`src/common/led_drv_pkg.sv`:
```
/*
 constants for the led pwm sync and gain control block.
 assumes a 250 mhz core clock and a 16-bit serial configuration word.
*/
// What this block does
// - sync bit clear: device itself coordinates handover, no pwm count lost
// - auto mode: new data takes over only at the end of a pwm cycle
// - sync bit set (default): new data copied to outputs at once
// - grayscale clock absent about one second: all outputs switched off
// - config bit 0 zero enables the timeout, one disables it
// - clock resumes after timeout: counters and comparators reset first
// - config bits 9 to 2 form an 8-bit gain code, 256 levels
// - config bit 9 selects low or high current band
// - config bits 8 to 2 are a 7-bit unsigned mantissa
// - gain equals ((1+3 band)/4) times ((1+3 mantissa/128)/2)
// - outputs staggered in four groups by index mod four, 8 clocks (32 ns) apart
// - config loaded when latch strobe spans 10 or 11 shift clock edges
// - only 12 bits of each 16-bit grayscale word drive the pwm
package led_drv_pkg;
   localparam int CH = 16;
   localparam int WORD_W = 16;
   localparam int GS_W = 12;
   localparam int CFG_W = 16;
   localparam logic [15:0] CFG_RST = 16'h06ac;
   localparam int CFG_TMO_DIS_BIT = 0;
   localparam int GAIN_LSB = 2;
   localparam int GAIN_MSB = 9;
   localparam int BAND_BIT = 9;
   localparam int MANT_MSB = 8;
   localparam int SYNC_BIT = 10;
   localparam logic [3:0] CMD_CFG_MIN = 4'ha;
   localparam logic [3:0] CMD_CFG_MAX = 4'hb;
   localparam logic [3:0] EDGE_CNT_MAX = 4'hf;
   localparam int GROUPS = 4;
   localparam int CLK_PERIOD_NS = 4;
   localparam int CLK_HZ = 250_000_000;
   localparam int STAGGER_NS = 30;
   localparam int STAGGER_CYC = (STAGGER_NS + CLK_PERIOD_NS - 1) / CLK_PERIOD_NS;
   localparam int TIMEOUT_S = 1;
   localparam int TIMEOUT_CYC = TIMEOUT_S * CLK_HZ;
   localparam int IDLE_W = 28;
   localparam int GAIN_NUM_W = 11;
   localparam logic [11:0] PWM_LAST = 12'hfff;
   typedef enum logic [1:0] {
      ST_RUN = 2'b00,
      ST_OFF = 2'b01,
      ST_RESTART = 2'b11
   } drv_state_e;
endpackage

```
`src/stagger_line.sv`:
```
/*
 staggered output line: delays each channel by its group index times
 a fixed step. assumes input and output on the same clock.
*/
`timescale 1ns/1ps
`default_nettype none
module stagger_line
   import led_drv_pkg::*;
(
   input wire logic clk,
   input wire logic nrst,
   input wire logic [CH-1:0] in_on,
   output logic [CH-1:0] out_on
);
   // =====================================================
   // delay line
   localparam int DEPTH = (GROUPS - 1) * STAGGER_CYC;
   logic [CH-1:0] sh_r [1:DEPTH];

   always_ff @(posedge clk) begin
      if (!nrst) begin
         for (int k = 1; k <= DEPTH; k++) sh_r[k] <= '0;
      end else begin
         sh_r[1] <= in_on;
         for (int k = 2; k <= DEPTH; k++) sh_r[k] <= sh_r[k-1];
      end
   end

   // =====================================================
   // taps per channel group
   genvar i;
   generate
      for (i = 0; i < CH; i++) begin : g_tap
         localparam int G = i % GROUPS;
         if (G == 0) begin : g_first
            always_ff @(posedge clk) begin
               if (!nrst) out_on[i] <= 1'b0;
               else out_on[i] <= in_on[i];
            end
         end else begin : g_late
            always_ff @(posedge clk) begin
               if (!nrst) out_on[i] <= 1'b0;
               else out_on[i] <= sh_r[G*STAGGER_CYC][i];
            end
         end
      end
   endgenerate
endmodule // stagger_line
`default_nettype wire

```
`src/led_pwm_sync_gain_ctrl.sv`:
```
/*
 output-side control of a 16-channel led driver: data handover,
 grayscale clock loss blanking, gain decode and staggered outputs.
 assumes pins are asynchronous and image data comes from same-clock logic.
*/
`timescale 1ns/1ps
`default_nettype none
module led_pwm_sync_gain_ctrl
   import led_drv_pkg::*;
#(
   parameter int TIMEOUT_CYCLES = TIMEOUT_CYC
) (
   input wire logic clk,
   input wire logic nrst,
   input wire logic grayscale_clock,
   input wire logic serial_shift_clock,
   input wire logic latch_strobe,
   input wire logic serial_input,
   input wire logic [CH*WORD_W-1:0] image_data,
   input wire logic image_load,
   output logic [CH-1:0] current_sink_outputs,
   output logic current_band_select,
   output logic [6:0] gain_mantissa,
   output logic [GAIN_NUM_W-1:0] gain_numerator,
   output logic outputs_blanked
);
   // =====================================================
   // pin synchronisers
   logic [3:0] pin_a_r, pin_b_r, pin_c_r;
   logic grayscale_clock_rise, sclk_rise, lat_fall, lat_s, sdi_s;

   always_ff @(posedge clk) begin
      if (!nrst) begin
         pin_a_r <= '0;
         pin_b_r <= '0;
         pin_c_r <= '0;
      end else begin
         pin_a_r <= {serial_input, latch_strobe, serial_shift_clock,
                     grayscale_clock};
         pin_b_r <= pin_a_r;
         pin_c_r <= pin_b_r;
      end
   end

   assign grayscale_clock_rise = pin_b_r[0] & ~pin_c_r[0];
   assign sclk_rise = pin_b_r[1] & ~pin_c_r[1];
   assign lat_fall = ~pin_b_r[2] & pin_c_r[2];
   assign lat_s = pin_b_r[2];
   assign sdi_s = pin_b_r[3];

   // =====================================================
   // serial configuration load
   logic [CFG_W-1:0] shift_r, cfg_r;
   logic [3:0] edge_cnt_r;
   logic cfg_cmd;

   assign cfg_cmd = lat_fall && edge_cnt_r >= CMD_CFG_MIN
                    && edge_cnt_r <= CMD_CFG_MAX;

   always_ff @(posedge clk) begin
      if (!nrst) begin
         shift_r <= '0;
         edge_cnt_r <= '0;
      end else begin
         if (sclk_rise) shift_r <= {shift_r[CFG_W-2:0], sdi_s};
         if (!lat_s) begin
            edge_cnt_r <= '0;
         end else if (sclk_rise && edge_cnt_r != EDGE_CNT_MAX) begin
            edge_cnt_r <= edge_cnt_r + 4'h1;
         end
      end
   end

   always_ff @(posedge clk) begin
      if (!nrst) cfg_r <= CFG_RST;
      else if (cfg_cmd) cfg_r <= shift_r;
   end

   a_cfg_load: assert property (@(posedge clk) disable iff (!nrst)
      cfg_cmd |=> cfg_r == $past(shift_r))
      else $error("config word not loaded on write command");

   // =====================================================
   // gain decode
   logic band;
   logic [6:0] mant;
   logic [2:0] band_mul;
   logic [8:0] mant_term;

   assign band = cfg_r[BAND_BIT];
   assign mant = cfg_r[MANT_MSB:GAIN_LSB];
   assign band_mul = band ? 3'h4 : 3'h1;
   assign mant_term = 9'h080 + 9'(mant) * 9'h003;

   always_ff @(posedge clk) begin
      if (!nrst) begin
         current_band_select <= 1'b0;
         gain_mantissa <= '0;
         gain_numerator <= '0;
      end else begin
         current_band_select <= band;
         gain_mantissa <= mant;
         gain_numerator <= GAIN_NUM_W'(band_mul * mant_term);
      end
   end

   a_gain_value: assert property (@(posedge clk) disable iff (!nrst)
      $past(nrst) |-> gain_numerator ==
         (($past(cfg_r[BAND_BIT]) ? 11'd4 : 11'd1) *
          (11'd128 + 11'd3 * 11'($past(cfg_r[MANT_MSB:GAIN_LSB])))))
      else $error("gain numerator does not follow config word");

   // =====================================================
   // clock loss state
   drv_state_e state_r;
   logic [IDLE_W-1:0] idle_r;
   logic tmo_en, idle_last;

   assign tmo_en = ~cfg_r[CFG_TMO_DIS_BIT];
   assign idle_last = idle_r == IDLE_W'(TIMEOUT_CYCLES - 1);

   always_ff @(posedge clk) begin
      if (!nrst) idle_r <= '0;
      else if (grayscale_clock_rise || state_r != ST_RUN) idle_r <= '0;
      else if (!idle_last) idle_r <= idle_r + IDLE_W'(1);
   end

   always_ff @(posedge clk) begin
      if (!nrst) begin
         state_r <= ST_RUN;
      end else begin
         case (state_r)
            ST_RUN:
               if (!grayscale_clock_rise && tmo_en && idle_last) state_r <= ST_OFF;
            ST_OFF:
               if (grayscale_clock_rise) state_r <= ST_RESTART;
            ST_RESTART:
               state_r <= ST_RUN;
            default:
               state_r <= ST_OFF;
         endcase
      end
   end

   assign outputs_blanked = state_r != ST_RUN;

   a_timeout_fire: assert property (@(posedge clk) disable iff (!nrst)
      state_r == ST_RUN && tmo_en && idle_last && !grayscale_clock_rise
      |=> state_r == ST_OFF)
      else $error("clock loss did not blank outputs");

   a_timeout_disabled: assert property (@(posedge clk) disable iff (!nrst)
      state_r == ST_RUN && !tmo_en |=> state_r == ST_RUN)
      else $error("timeout fired while disabled");

   a_off_until_edge: assert property (@(posedge clk) disable iff (!nrst)
      state_r == ST_OFF && !grayscale_clock_rise |=> state_r == ST_OFF)
      else $error("outputs left blanking without clock edges");

   // =====================================================
   // pwm counter
   logic [GS_W-1:0] pwm_r;
   logic cycle_end;

   assign cycle_end = state_r == ST_RUN && grayscale_clock_rise && pwm_r == PWM_LAST;

   always_ff @(posedge clk) begin
      if (!nrst) pwm_r <= '0;
      else if (state_r == ST_OFF) pwm_r <= '0;
      else if (state_r == ST_RUN && grayscale_clock_rise) pwm_r <= pwm_r + GS_W'(1);
   end

   a_resume_reset: assert property (@(posedge clk) disable iff (!nrst)
      state_r == ST_OFF && grayscale_clock_rise
      |=> pwm_r == '0 && outputs_blanked ##1 pwm_r == '0)
      else $error("pwm counter not cleared on clock resume");

   // =====================================================
   // image data handover
   logic self_sync;
   logic [GS_W-1:0] act_r [CH];
   logic [GS_W-1:0] pend_r [CH];
   logic pend_v_r;
   logic [CH-1:0] raw_on_r;

   assign self_sync = cfg_r[SYNC_BIT];

   always_ff @(posedge clk) begin
      if (!nrst) begin
         pend_v_r <= 1'b0;
      end else if (!self_sync && image_load) begin
         pend_v_r <= 1'b1;
      end else if (cycle_end || self_sync) begin
         pend_v_r <= 1'b0;
      end
   end

   genvar i;
   generate
      for (i = 0; i < CH; i++) begin : g_ch
         always_ff @(posedge clk) begin
            if (!nrst) begin
               pend_r[i] <= '0;
            end else if (!self_sync && image_load) begin
               pend_r[i] <= image_data[i*WORD_W +: GS_W];
            end
         end

         always_ff @(posedge clk) begin
            if (!nrst) begin
               act_r[i] <= '0;
            end else if (self_sync && image_load) begin
               act_r[i] <= image_data[i*WORD_W +: GS_W];
            end else if (!self_sync && cycle_end && pend_v_r) begin
               act_r[i] <= pend_r[i];
            end
         end

         always_ff @(posedge clk) begin
            if (!nrst) raw_on_r[i] <= 1'b0;
            else raw_on_r[i] <= state_r == ST_RUN && pwm_r < act_r[i];
         end
      end
   endgenerate

   a_self_immediate: assert property (@(posedge clk) disable iff (!nrst)
      self_sync && image_load |=> act_r[5] == $past(image_data[91:80]))
      else $error("self sync did not copy data at once");

   a_auto_holds: assert property (@(posedge clk) disable iff (!nrst)
      !self_sync && !cycle_end |=> act_r[2] == $past(act_r[2]))
      else $error("auto sync changed data inside a pwm cycle");

   a_auto_swap: assert property (@(posedge clk) disable iff (!nrst)
      !self_sync && pend_v_r && cycle_end |=> act_r[9] == $past(pend_r[9]))
      else $error("auto sync missed handover at cycle end");

   a_blank_off: assert property (@(posedge clk) disable iff (!nrst)
      outputs_blanked |=> raw_on_r == '0)
      else $error("channel on while blanked");

   // =====================================================
   // staggered outputs
   stagger_line u_stagger (
      .clk(clk),
      .nrst(nrst),
      .in_on(raw_on_r),
      .out_on(current_sink_outputs)
   );

   // cycles since reset, so the delay check never looks back into reset
   logic [4:0] age_r;

   always_ff @(posedge clk) begin
      if (!nrst) age_r <= '0;
      else if (age_r != 5'h1f) age_r <= age_r + 5'h01;
   end

   a_stagger_grp: assert property (@(posedge clk) disable iff (!nrst)
      age_r == 5'h1f |->
      current_sink_outputs[0] == $past(raw_on_r[0], 1) &&
      current_sink_outputs[1] == $past(raw_on_r[1], 9) &&
      current_sink_outputs[7] == $past(raw_on_r[7], 25))
      else $error("output group delay wrong");
endmodule // led_pwm_sync_gain_ctrl
`default_nettype wire

```
`config.mk`:
```
export PLATFORM = sky130hd
export DESIGN_NAME = led_pwm_sync_gain_ctrl
export DESIGN_NICKNAME = d
export VERILOG_FILES = /design/src/common/led_drv_pkg.sv /design/src/stagger_line.sv /design/src/led_pwm_sync_gain_ctrl.sv
export SDC_FILE = /design/constraint.sdc
export NUM_CORES = 1
export LEC_CHECK = 0
export ABC_AREA = 1
export BUFFER_PORTS_ARGS = -buffer_cell sky130_fd_sc_hd__buf_2
export CORE_ASPECT_RATIO = 0.9
export CORE_MARGIN = 3
export CORE_UTILIZATION = 45
export CTS_CLUSTER_SIZE = 28
export DETAILED_ROUTE_END_ITERATION = 10
export PLACE_DENSITY = 0.66
export REMOVE_ABC_BUFFERS = 1
export SLEW_MARGIN = 30
export SYNTH_ARGS = -nofsm -noshare
export SYNTH_HDL_FRONTEND = slang
export SYNTH_SLANG_ARGS = --single-unit
```
`constraint.sdc`:
```
create_clock -name clk -period 8.8 [get_ports clk]
set_input_delay 1.76 -clock clk [delete_from_list [all_inputs] [get_ports clk]]
set_output_delay 1.76 -clock clk [all_outputs]
set_load 0.02 [all_outputs]
```
==> results of run 1 <==
==> cells by family after synthesis <==
group,count (synthesis)
buffers and inverters,1017
and+or+nand+nor,852
DFF,706
AOI/OAI and AO/OA,455
adders and majority gates,201
xor gates and xnor gates,14
other,1
==> worst max-delay path: stages, from the launching register on <==
cell and delay, ns:
dfxtp_2 0.75, ha_1 0.26, inv_1 0.06, nor3_1 0.29
nand4_4 0.17, nor2_4 0.17, nand3b_4 0.56, nand3_4 0.68
buf_12 0.50
==> through the flow <==
step,TNS (ns),area [sq um]
4_1_cts,0,35700
3_3_place_gp,0,33200
6_report,0,35800
3_5_place_dp,0,33200
2_1_floorplan,-224.08,30700
5_1_grt,0,35800
==> area by class of cell <==
type,instances,area [sq um],share of cell area
multi-input cells,1528,9410,0.263
repair buffers,246,1380,0.0386
clock inverters,28,195,0.00545
clock buffers,114,2260,0.0632
flip-flops and latches,706,18000,0.503
well taps,930,1160,0.0325
inverters,901,3380,0.0945
==> metal layers <==
| layer | vias to the layer above | global-route usage |
|---|---|---|
| li1 | 10700 | - |
| met1 | 9536 | 0.231 |
| met2 | 391 | 0.289 |
| met3 | 88 | 0.0301 |
| met4 | 0 | 0.0415 |
| met5 | - | 0 |
==> state kept, by name, summed over array words and instances (netlist names), 7 cells and up <==
name / count
cfg_r: 10
gain_mantissa: 7
idle_r: 28
shift_r: 11
gain_numerator: 11
raw_on_r: 16
u_stagger.sh_r: 204
pend_r: 192
act_r: 192
pwm_r: 12
==> synth_stat cells (all sizes together), types with 36 or more instances <==
cell type  count  area, sq um
clkbuf        85          319
edfxtp       384        11500
o21ai         96          480
nand2        406         1530
nor2         310         1180
nand3         72          360
nor3          36          180
o22ai        180         1800
a21oi        155          776
ha           199         2490
inv          898         3370
dfxtp        322         6450
==> cells in the final DEF, fill, tap and decap left out, drive strengths merged, types with 36 or more instances in the layout <==
cell type    n
a21oi      155
buf        246
clkbuf     114
dfxtp      322
edfxtp     384
ha         199
inv        905
nand2      406
nand3       72
nor2       310
nor3        36
o21ai       96
o22ai      180
==> worst max-delay path by stage <==
stage,start,endpoint,slack [ns],cells after the start
after floorplan,nrst,act_r[0][0],-1.24,2
after global placement,nrst,act_r[1][57],4.05,4
after detailed placement,nrst,act_r[1][56],4.02,4
after CTS,pwm_r[1],act_r[1][59],4.60,8
after global routing,pwm_r[1],act_r[1][53],4.34,8
final,pwm_r[1],act_r[1][59],4.59,8
==> power breakdown <==
part / switching [mW] / total [mW] / leakage (nW) / internal [mW]
combinational: 0.241 / 0.370 / 10.0 / 0.129
sequential: 0.0282 / 3.61 / 6.76 / 3.58
clock: 1.30 / 3.12 / 1.21 / 1.82
==> qor.yml, run 1 <==
floorplan:
  num_io_pins: 299
  start_util: 0.456
  std_cell_rows: 91
  die_y_microns: 256
  core_area_sq_um: 68700
  dieArea_sq_um: 72700
  die_x_microns: 284
cts:
  clockBufferDepth: 3
  cts-root-buf: "clkbuf_16"
  clk_pin_slew_ns: 0.06
  cts_repair_resize_count: 0
  htree_levels: 3
  cts_made_buffers: 76
  cts_tree: "done"
  postCtsSetupBuffers: 0
  cts_hold_buf: 0
  cts_sinks: 706
  insertion_delay_ns: 0.61
cells_and_area:
  n_antenna_cell: 0
  area_growth_pct: 14.4
  nFillCells: 6247
  fin_cells: 4453
  final_nets: 3923
  post-route-util: 0.521
  layout-drive-gt1-share: 0.141
worst_setup_path:
  cp-start-kind: "register"
  reg2reg_to: "act_r[1][59]"
  timing.rr.start: "pwm_r[1]"
  crit_required_ns: 9.01
  end_kind: "register"
  reg2reg_slack_ns: 4.59
  reg2reg_depth: 8
  critical_path.max_fanout: 145
  crit_type: "reg2reg"
  crit_arrival_ns: 4.42
sta:
  skew_ns: 0.0193
  timing.final.ws_setup_ns: 4.59
  finalHoldViolations: 0
  rsz0062_at_grt: "no"
  worstMarginPinSlew_ns: 1.05
  max_freq_mhz: 238
  min_period_ns: 4.21
  whs_ns: 0.400
  slew_headroom: 0.298
  drv_slew: 0
  fin_crit_sh: 0.478
  setup_violations: 0
synth:
  yosysWarningCount: 0
  synth_top_family_by_area: "buffers and inverters"
  synth_fa_ha_area_frac: 0.0809
  synth-edff-count: 384
  synth_compound_area_frac: 0.103
  syn_avg_cell_area_sq_um: 9.64
  ys.flop_type: "edfxtp_1"
  synth_async_sr_flop_share: 0
  synth_xor_area_frac: 0.00392
  syn_inst: 3246
  syn_area_sq_um: 31300
  synthMuxAreaShare: 0
  ys_ff_latch: 706
  synthSimpleGateAreaFrac: 0.110
  synth_cell_type_count: 40
  yosysSeqAreaShare: 0.575
place:
  dp_hpwl_microns: 37700
  dp.cells: 4308
  globalplace.congestion: 0.809
  io_buffers: 234
  place_ws_ns: 4.02
drt:
  first_pass_iters: 5
  wl_met3_microns: 3240
  dr_wl_met2_microns: 29700
  drtIter0Drc: 1259
  drc: 0
  wl_per_cell_microns: 14.2
  final_antenna_net_count: 0
  top_layer: "met4"
  wl_met1_microns: 29000
  vias_per_cell: 4.64
  dr_total_vias: 20700
  wirelength_microns: 63100
flow_run:
  max_cap_viol_count: 0
grt:
  grt_pass1_wl_microns: 100000
  antenna_found_initial: 2
  grt_max_degree: 155
  track_usage: 0.172
  grt_pass1_vias: 19500
  overflow: 0
worst_hold_path:
  holdPathStages: 2
  holdPathEnd: "u_stagger.sh_r[1][14]"
  hold_class: "reg2reg"
  min_from: "raw_on_r[14]"
status:
  status: "finished, final reports clean"
pwr:
  leakagePower_nw: 18.0
  power_density_nw_per_um2: 198
  total_power_mw: 7.10
  ir_drop_mv: 0.136
No activity file was read; power rests on OpenSTA's default activity.
==> run 2, diff against run 1 <==
ABC_AREA = 0   (was 1)
clock period = 3.7 ns   (was 8.8 ns; I/O delays follow)
==> run 2 against run 1 <==
Against the previous run:
- hold slack worse by 0.024 ns
- synthesized cell count down 27%
- via count down 13%
- sequential cell count unchanged
- critical endpoint is now gain_numerator[10]
==> qor.yml, run 2 <==
status:
  status: "finished, final reports clean"
synth:
  yosysWarningCount: 0  # unchanged
  synth_async_sr_flop_share: 0  # unchanged
  yosysSeqAreaShare: 0.608  # +0.0336
  syn_inst: 2363  # -27%
  syn_avg_cell_area_sq_um: 12.5  # +30%
  synth.most_common_cell: "and2_1"
  ys.flop_type: "edfxtp_1"
  synth_top_area_cell: "edfxtp_1"
  syn_area_sq_um: 29600  # -5.5%
  ys_ff_latch: 706  # unchanged
  synth_cell_type_count: 53  # +33%
  synth.area.top_cells: "edfxtp_1, dfxtp_1, and2_1"
  synth-edff-count: 384  # unchanged
  synthTopCellsByCount: "and2_1, edfxtp_1, dfxtp_1, ha_1, a22o_1"
  synth_top_area_frac: 0.390  # +0.0216
cells_and_area:
  post-route-util: 0.526  # +0.00515
  largest_reg_flops: 204  # unchanged
  reg_top3: "u_stagger.sh_r: 204 flops, act_r: 192 flops, pend_r: 192 flops"
  final_common_cell: "and2_1"
  area_growth_pct: 14.9
  final_cell_mix: "and2_1, edfxtp_1, dfxtp_1, buf_2, ha_1"
  final_nets: 3050  # -22%
  top_register: "u_stagger.sh_r"
  layout-drive-gt1-share: 0.148  # +0.00709
grt:
  grt_pass1_vias: 18600  # -4.7%
  overflow: 0  # unchanged
  antenna_found_initial: 11  # +9
  grt_pass1_wl_microns: 97800  # -2.4%
  track_usage: 0.177  # +0.00571
  grt_max_degree: 231  # +49%
drt:
  wirelength_microns: 61100  # -3.1%
  dr_total_vias: 18000  # -13%
  first_pass_iters: 5  # unchanged
  vias_per_cell: 5.13  # +11%
  final_antenna_net_count: 0  # unchanged
  drc: 0  # unchanged
  wl_per_cell_microns: 17.5  # +23%
  drtIter0Drc: 1107  # -12%
pwr:
  p_clk_frac: 0.440  # about the same
  total_power_mw: 16.8  # +140%
  seqPwrFrac: 0.513  # +0.004
  intPower_mw: 13.2  # +140%
  power_density_nw_per_um2: 494  # +150%
  switchingPower_mw: 3.57  # +130%
  power_frac_comb: 0.047  # -0.005
  p_sw_frac: 0.213  # -0.00795
  leakagePower_nw: 14.5  # -20%
  ir_drop_mv: 0.328  # +140%
sta:
  drv_slew: 0  # unchanged
  fin_crit_sh: 0.950  # +0.472
  skew_ns: 0.0130  # -0.00628 ns
  max_freq_mhz: 284  # +20%
  worstMarginPinSlew_ns: 0.899  # -0.155 ns
  slew_headroom: 0.400  # +0.102
  finalHoldViolations: 0  # unchanged
  timing.final.ws_setup_ns: 0.185  # -4.41 ns
  min_period_ns: 3.52  # -0.692 ns
  rsz0062_at_grt: "no"
  setup_violations: 0  # unchanged
cts:
  cts_made_buffers: 76  # unchanged
  cts_tree: "done"
  clockBufferDepth: 3  # unchanged
  cts-root-buf: "clkbuf_16"
  insertion_delay_ns: 0.59  # -0.02 ns
  htree_levels: 3  # unchanged
  cts_sinks: 706  # unchanged
  clk_pin_slew_ns: 0.06  # about the same
  cts_hold_buf: 0  # unchanged
worst_hold_path:
  min_from: "grayscale_clock"
  hold_class: "in2reg"
floorplan:
  std_cell_rows: 88  # -3.3%
  die_y_microns: 249  # -2.7%
  die_x_microns: 276  # -2.7%
  num_io_pins: 299  # unchanged
  core_area_sq_um: 64500  # -6.0%
  start_util: 0.458  # +0.00242
  dieArea_sq_um: 68800  # -5.4%
worst_setup_path:
  end_kind: "register"
  cp_top_family: "adder cells"
  crit_top_cell: "ha_1"
  slowest_stage: "fa_1"
  critical_path.max_fanout: 4  # -97%
  max_stage_delay_ns: 0.40  # -0.35 ns
  setup.worst_path.start: "cfg_r[3]"
  path_cells: "ha_1 -> ha_1 -> fa_1 -> a21o_1 -> a21oi_1 -> xnor2_1 -> mux2_2 -> ha_1 -> o21ai_0 -> o21bai_1 -> a21o_1 -> and3_1 -> nor4b_2 -> a311oi_1"
  crit_required_ns: 4.12  # -4.89 ns
  cp-start-kind: "register"
  timing.rr.start: "cfg_r[3]"
  crit_arrival_ns: 3.94  # -0.48 ns
  path_buf_inv: 0  # -2
  crit_type: "reg2reg"
place:
  place_ws_ns: 0.162  # -3.86 ns
  globalplace.congestion: 0.801  # -1.0%
  dp_hpwl_microns: 37800  # +0.29%
  io_buffers: 234  # unchanged
flow_run:
  max_cap_viol_count: 0  # unchanged
run 2: cell types whose count changed in the layout (fill, tap and decap cells not counted), moves of 49 or more:
cell / previous run / this run
inv_1: 897 / 187
and2_1: 1 / 423
nand2_1: 404 / 46
nor2_1: 307 / 57
a22o_1: 0 / 192
o22ai_2: 108 / 0
a21oi_1: 155 / 51
o22ai_1: 72 / 0
o21ai_0: 90 / 41
run 2: power by group through the flow:
stage                     sequential, mW  clock [mW]  combinational, mW
after floorplan                     8.83           0              0.419
after detailed placement            8.77           0              0.810
final                               8.60        7.38              0.796
after global routing                8.62        7.92              0.899
after CTS                           8.60        7.60              0.815
after global placement              8.76           0              0.777
run 2: path summary, 6_finish.rpt:
path                                                to  slack (ns)  cells past startpoint
worst max-delay path                gain_numerator[10]        0.18                     14
worst min-delay path                        pin_a_r[0]        0.38                      2
worst max register to register      gain_numerator[10]        0.18                     14
worst min register to register  u_stagger.sh_r[16][10]        0.43                      1
run 2: layout make-up:
cell class,instances,area [sq um]
fill,5539,30600
sequential,706,18000
multi-input combinational,1354,10300
clock buffer,107,2230
timing repair buffer,261,1520
tap,855,1070
inverter,187,702
clock inverter,29,208
antenna,2,5.00
run 2: cells by family after synthesis:
kind of cell               count (synthesis)  share of synthesized area
adders and majority gates                201                     0.0856
buffers and inverters                    308                     0.0470
AOI/OAI and AO/OA                        403                      0.104
and+or+nand+nor                          684                      0.136
muxes                                     16                    0.00555
DFF                                      706                      0.608
other                                      1                   0.000127
xor gates and xnor gates                  44                     0.0130
run 2: repair_timing:
action                     CTS  global route
gates resized for setup      0             4
setup endpoints to repair    0             1
setup buffers                0             0
run 2: metrics by stage:
| step | setup TNS [ns] | area (sq um) | hold slack [ns] | cells |
|---|---|---|---|---|
| floorplan | -4158.25 | 28900 | 0.412 | 2247 |
| global placement | 0 | 31500 | 0.414 | 3363 |
| detailed placement | 0 | 31500 | 0.417 | 3363 |
| CTS | 0 | 33900 | 0.331 | 3499 |
| global route | 0 | 34000 | 0.338 | 3499 |
| finish | 0 | 34000 | 0.377 | 3501 |
run 2: worst register-to-register path, delay by kind of cell, from the launching register on:
kind	cells	cell delay, ns
xor+xnor	1	0.13
fa+ha+maj	4	1.24
mux	1	0.29
simple gates	2	0.43
compound gates	6	0.93
flops	1	0.34
run 2: routing by layer:
metal / up-vias / track usage / part of all wire
li1: 8800 / - / -
met1: 8643 / 0.227 / 0.45
met2: 399 / 0.297 / 0.47
met3: 112 / 0.0430 / 0.055
met4: 12 / 0.0578 / 0.030
met5: - / 0 / 0.0015
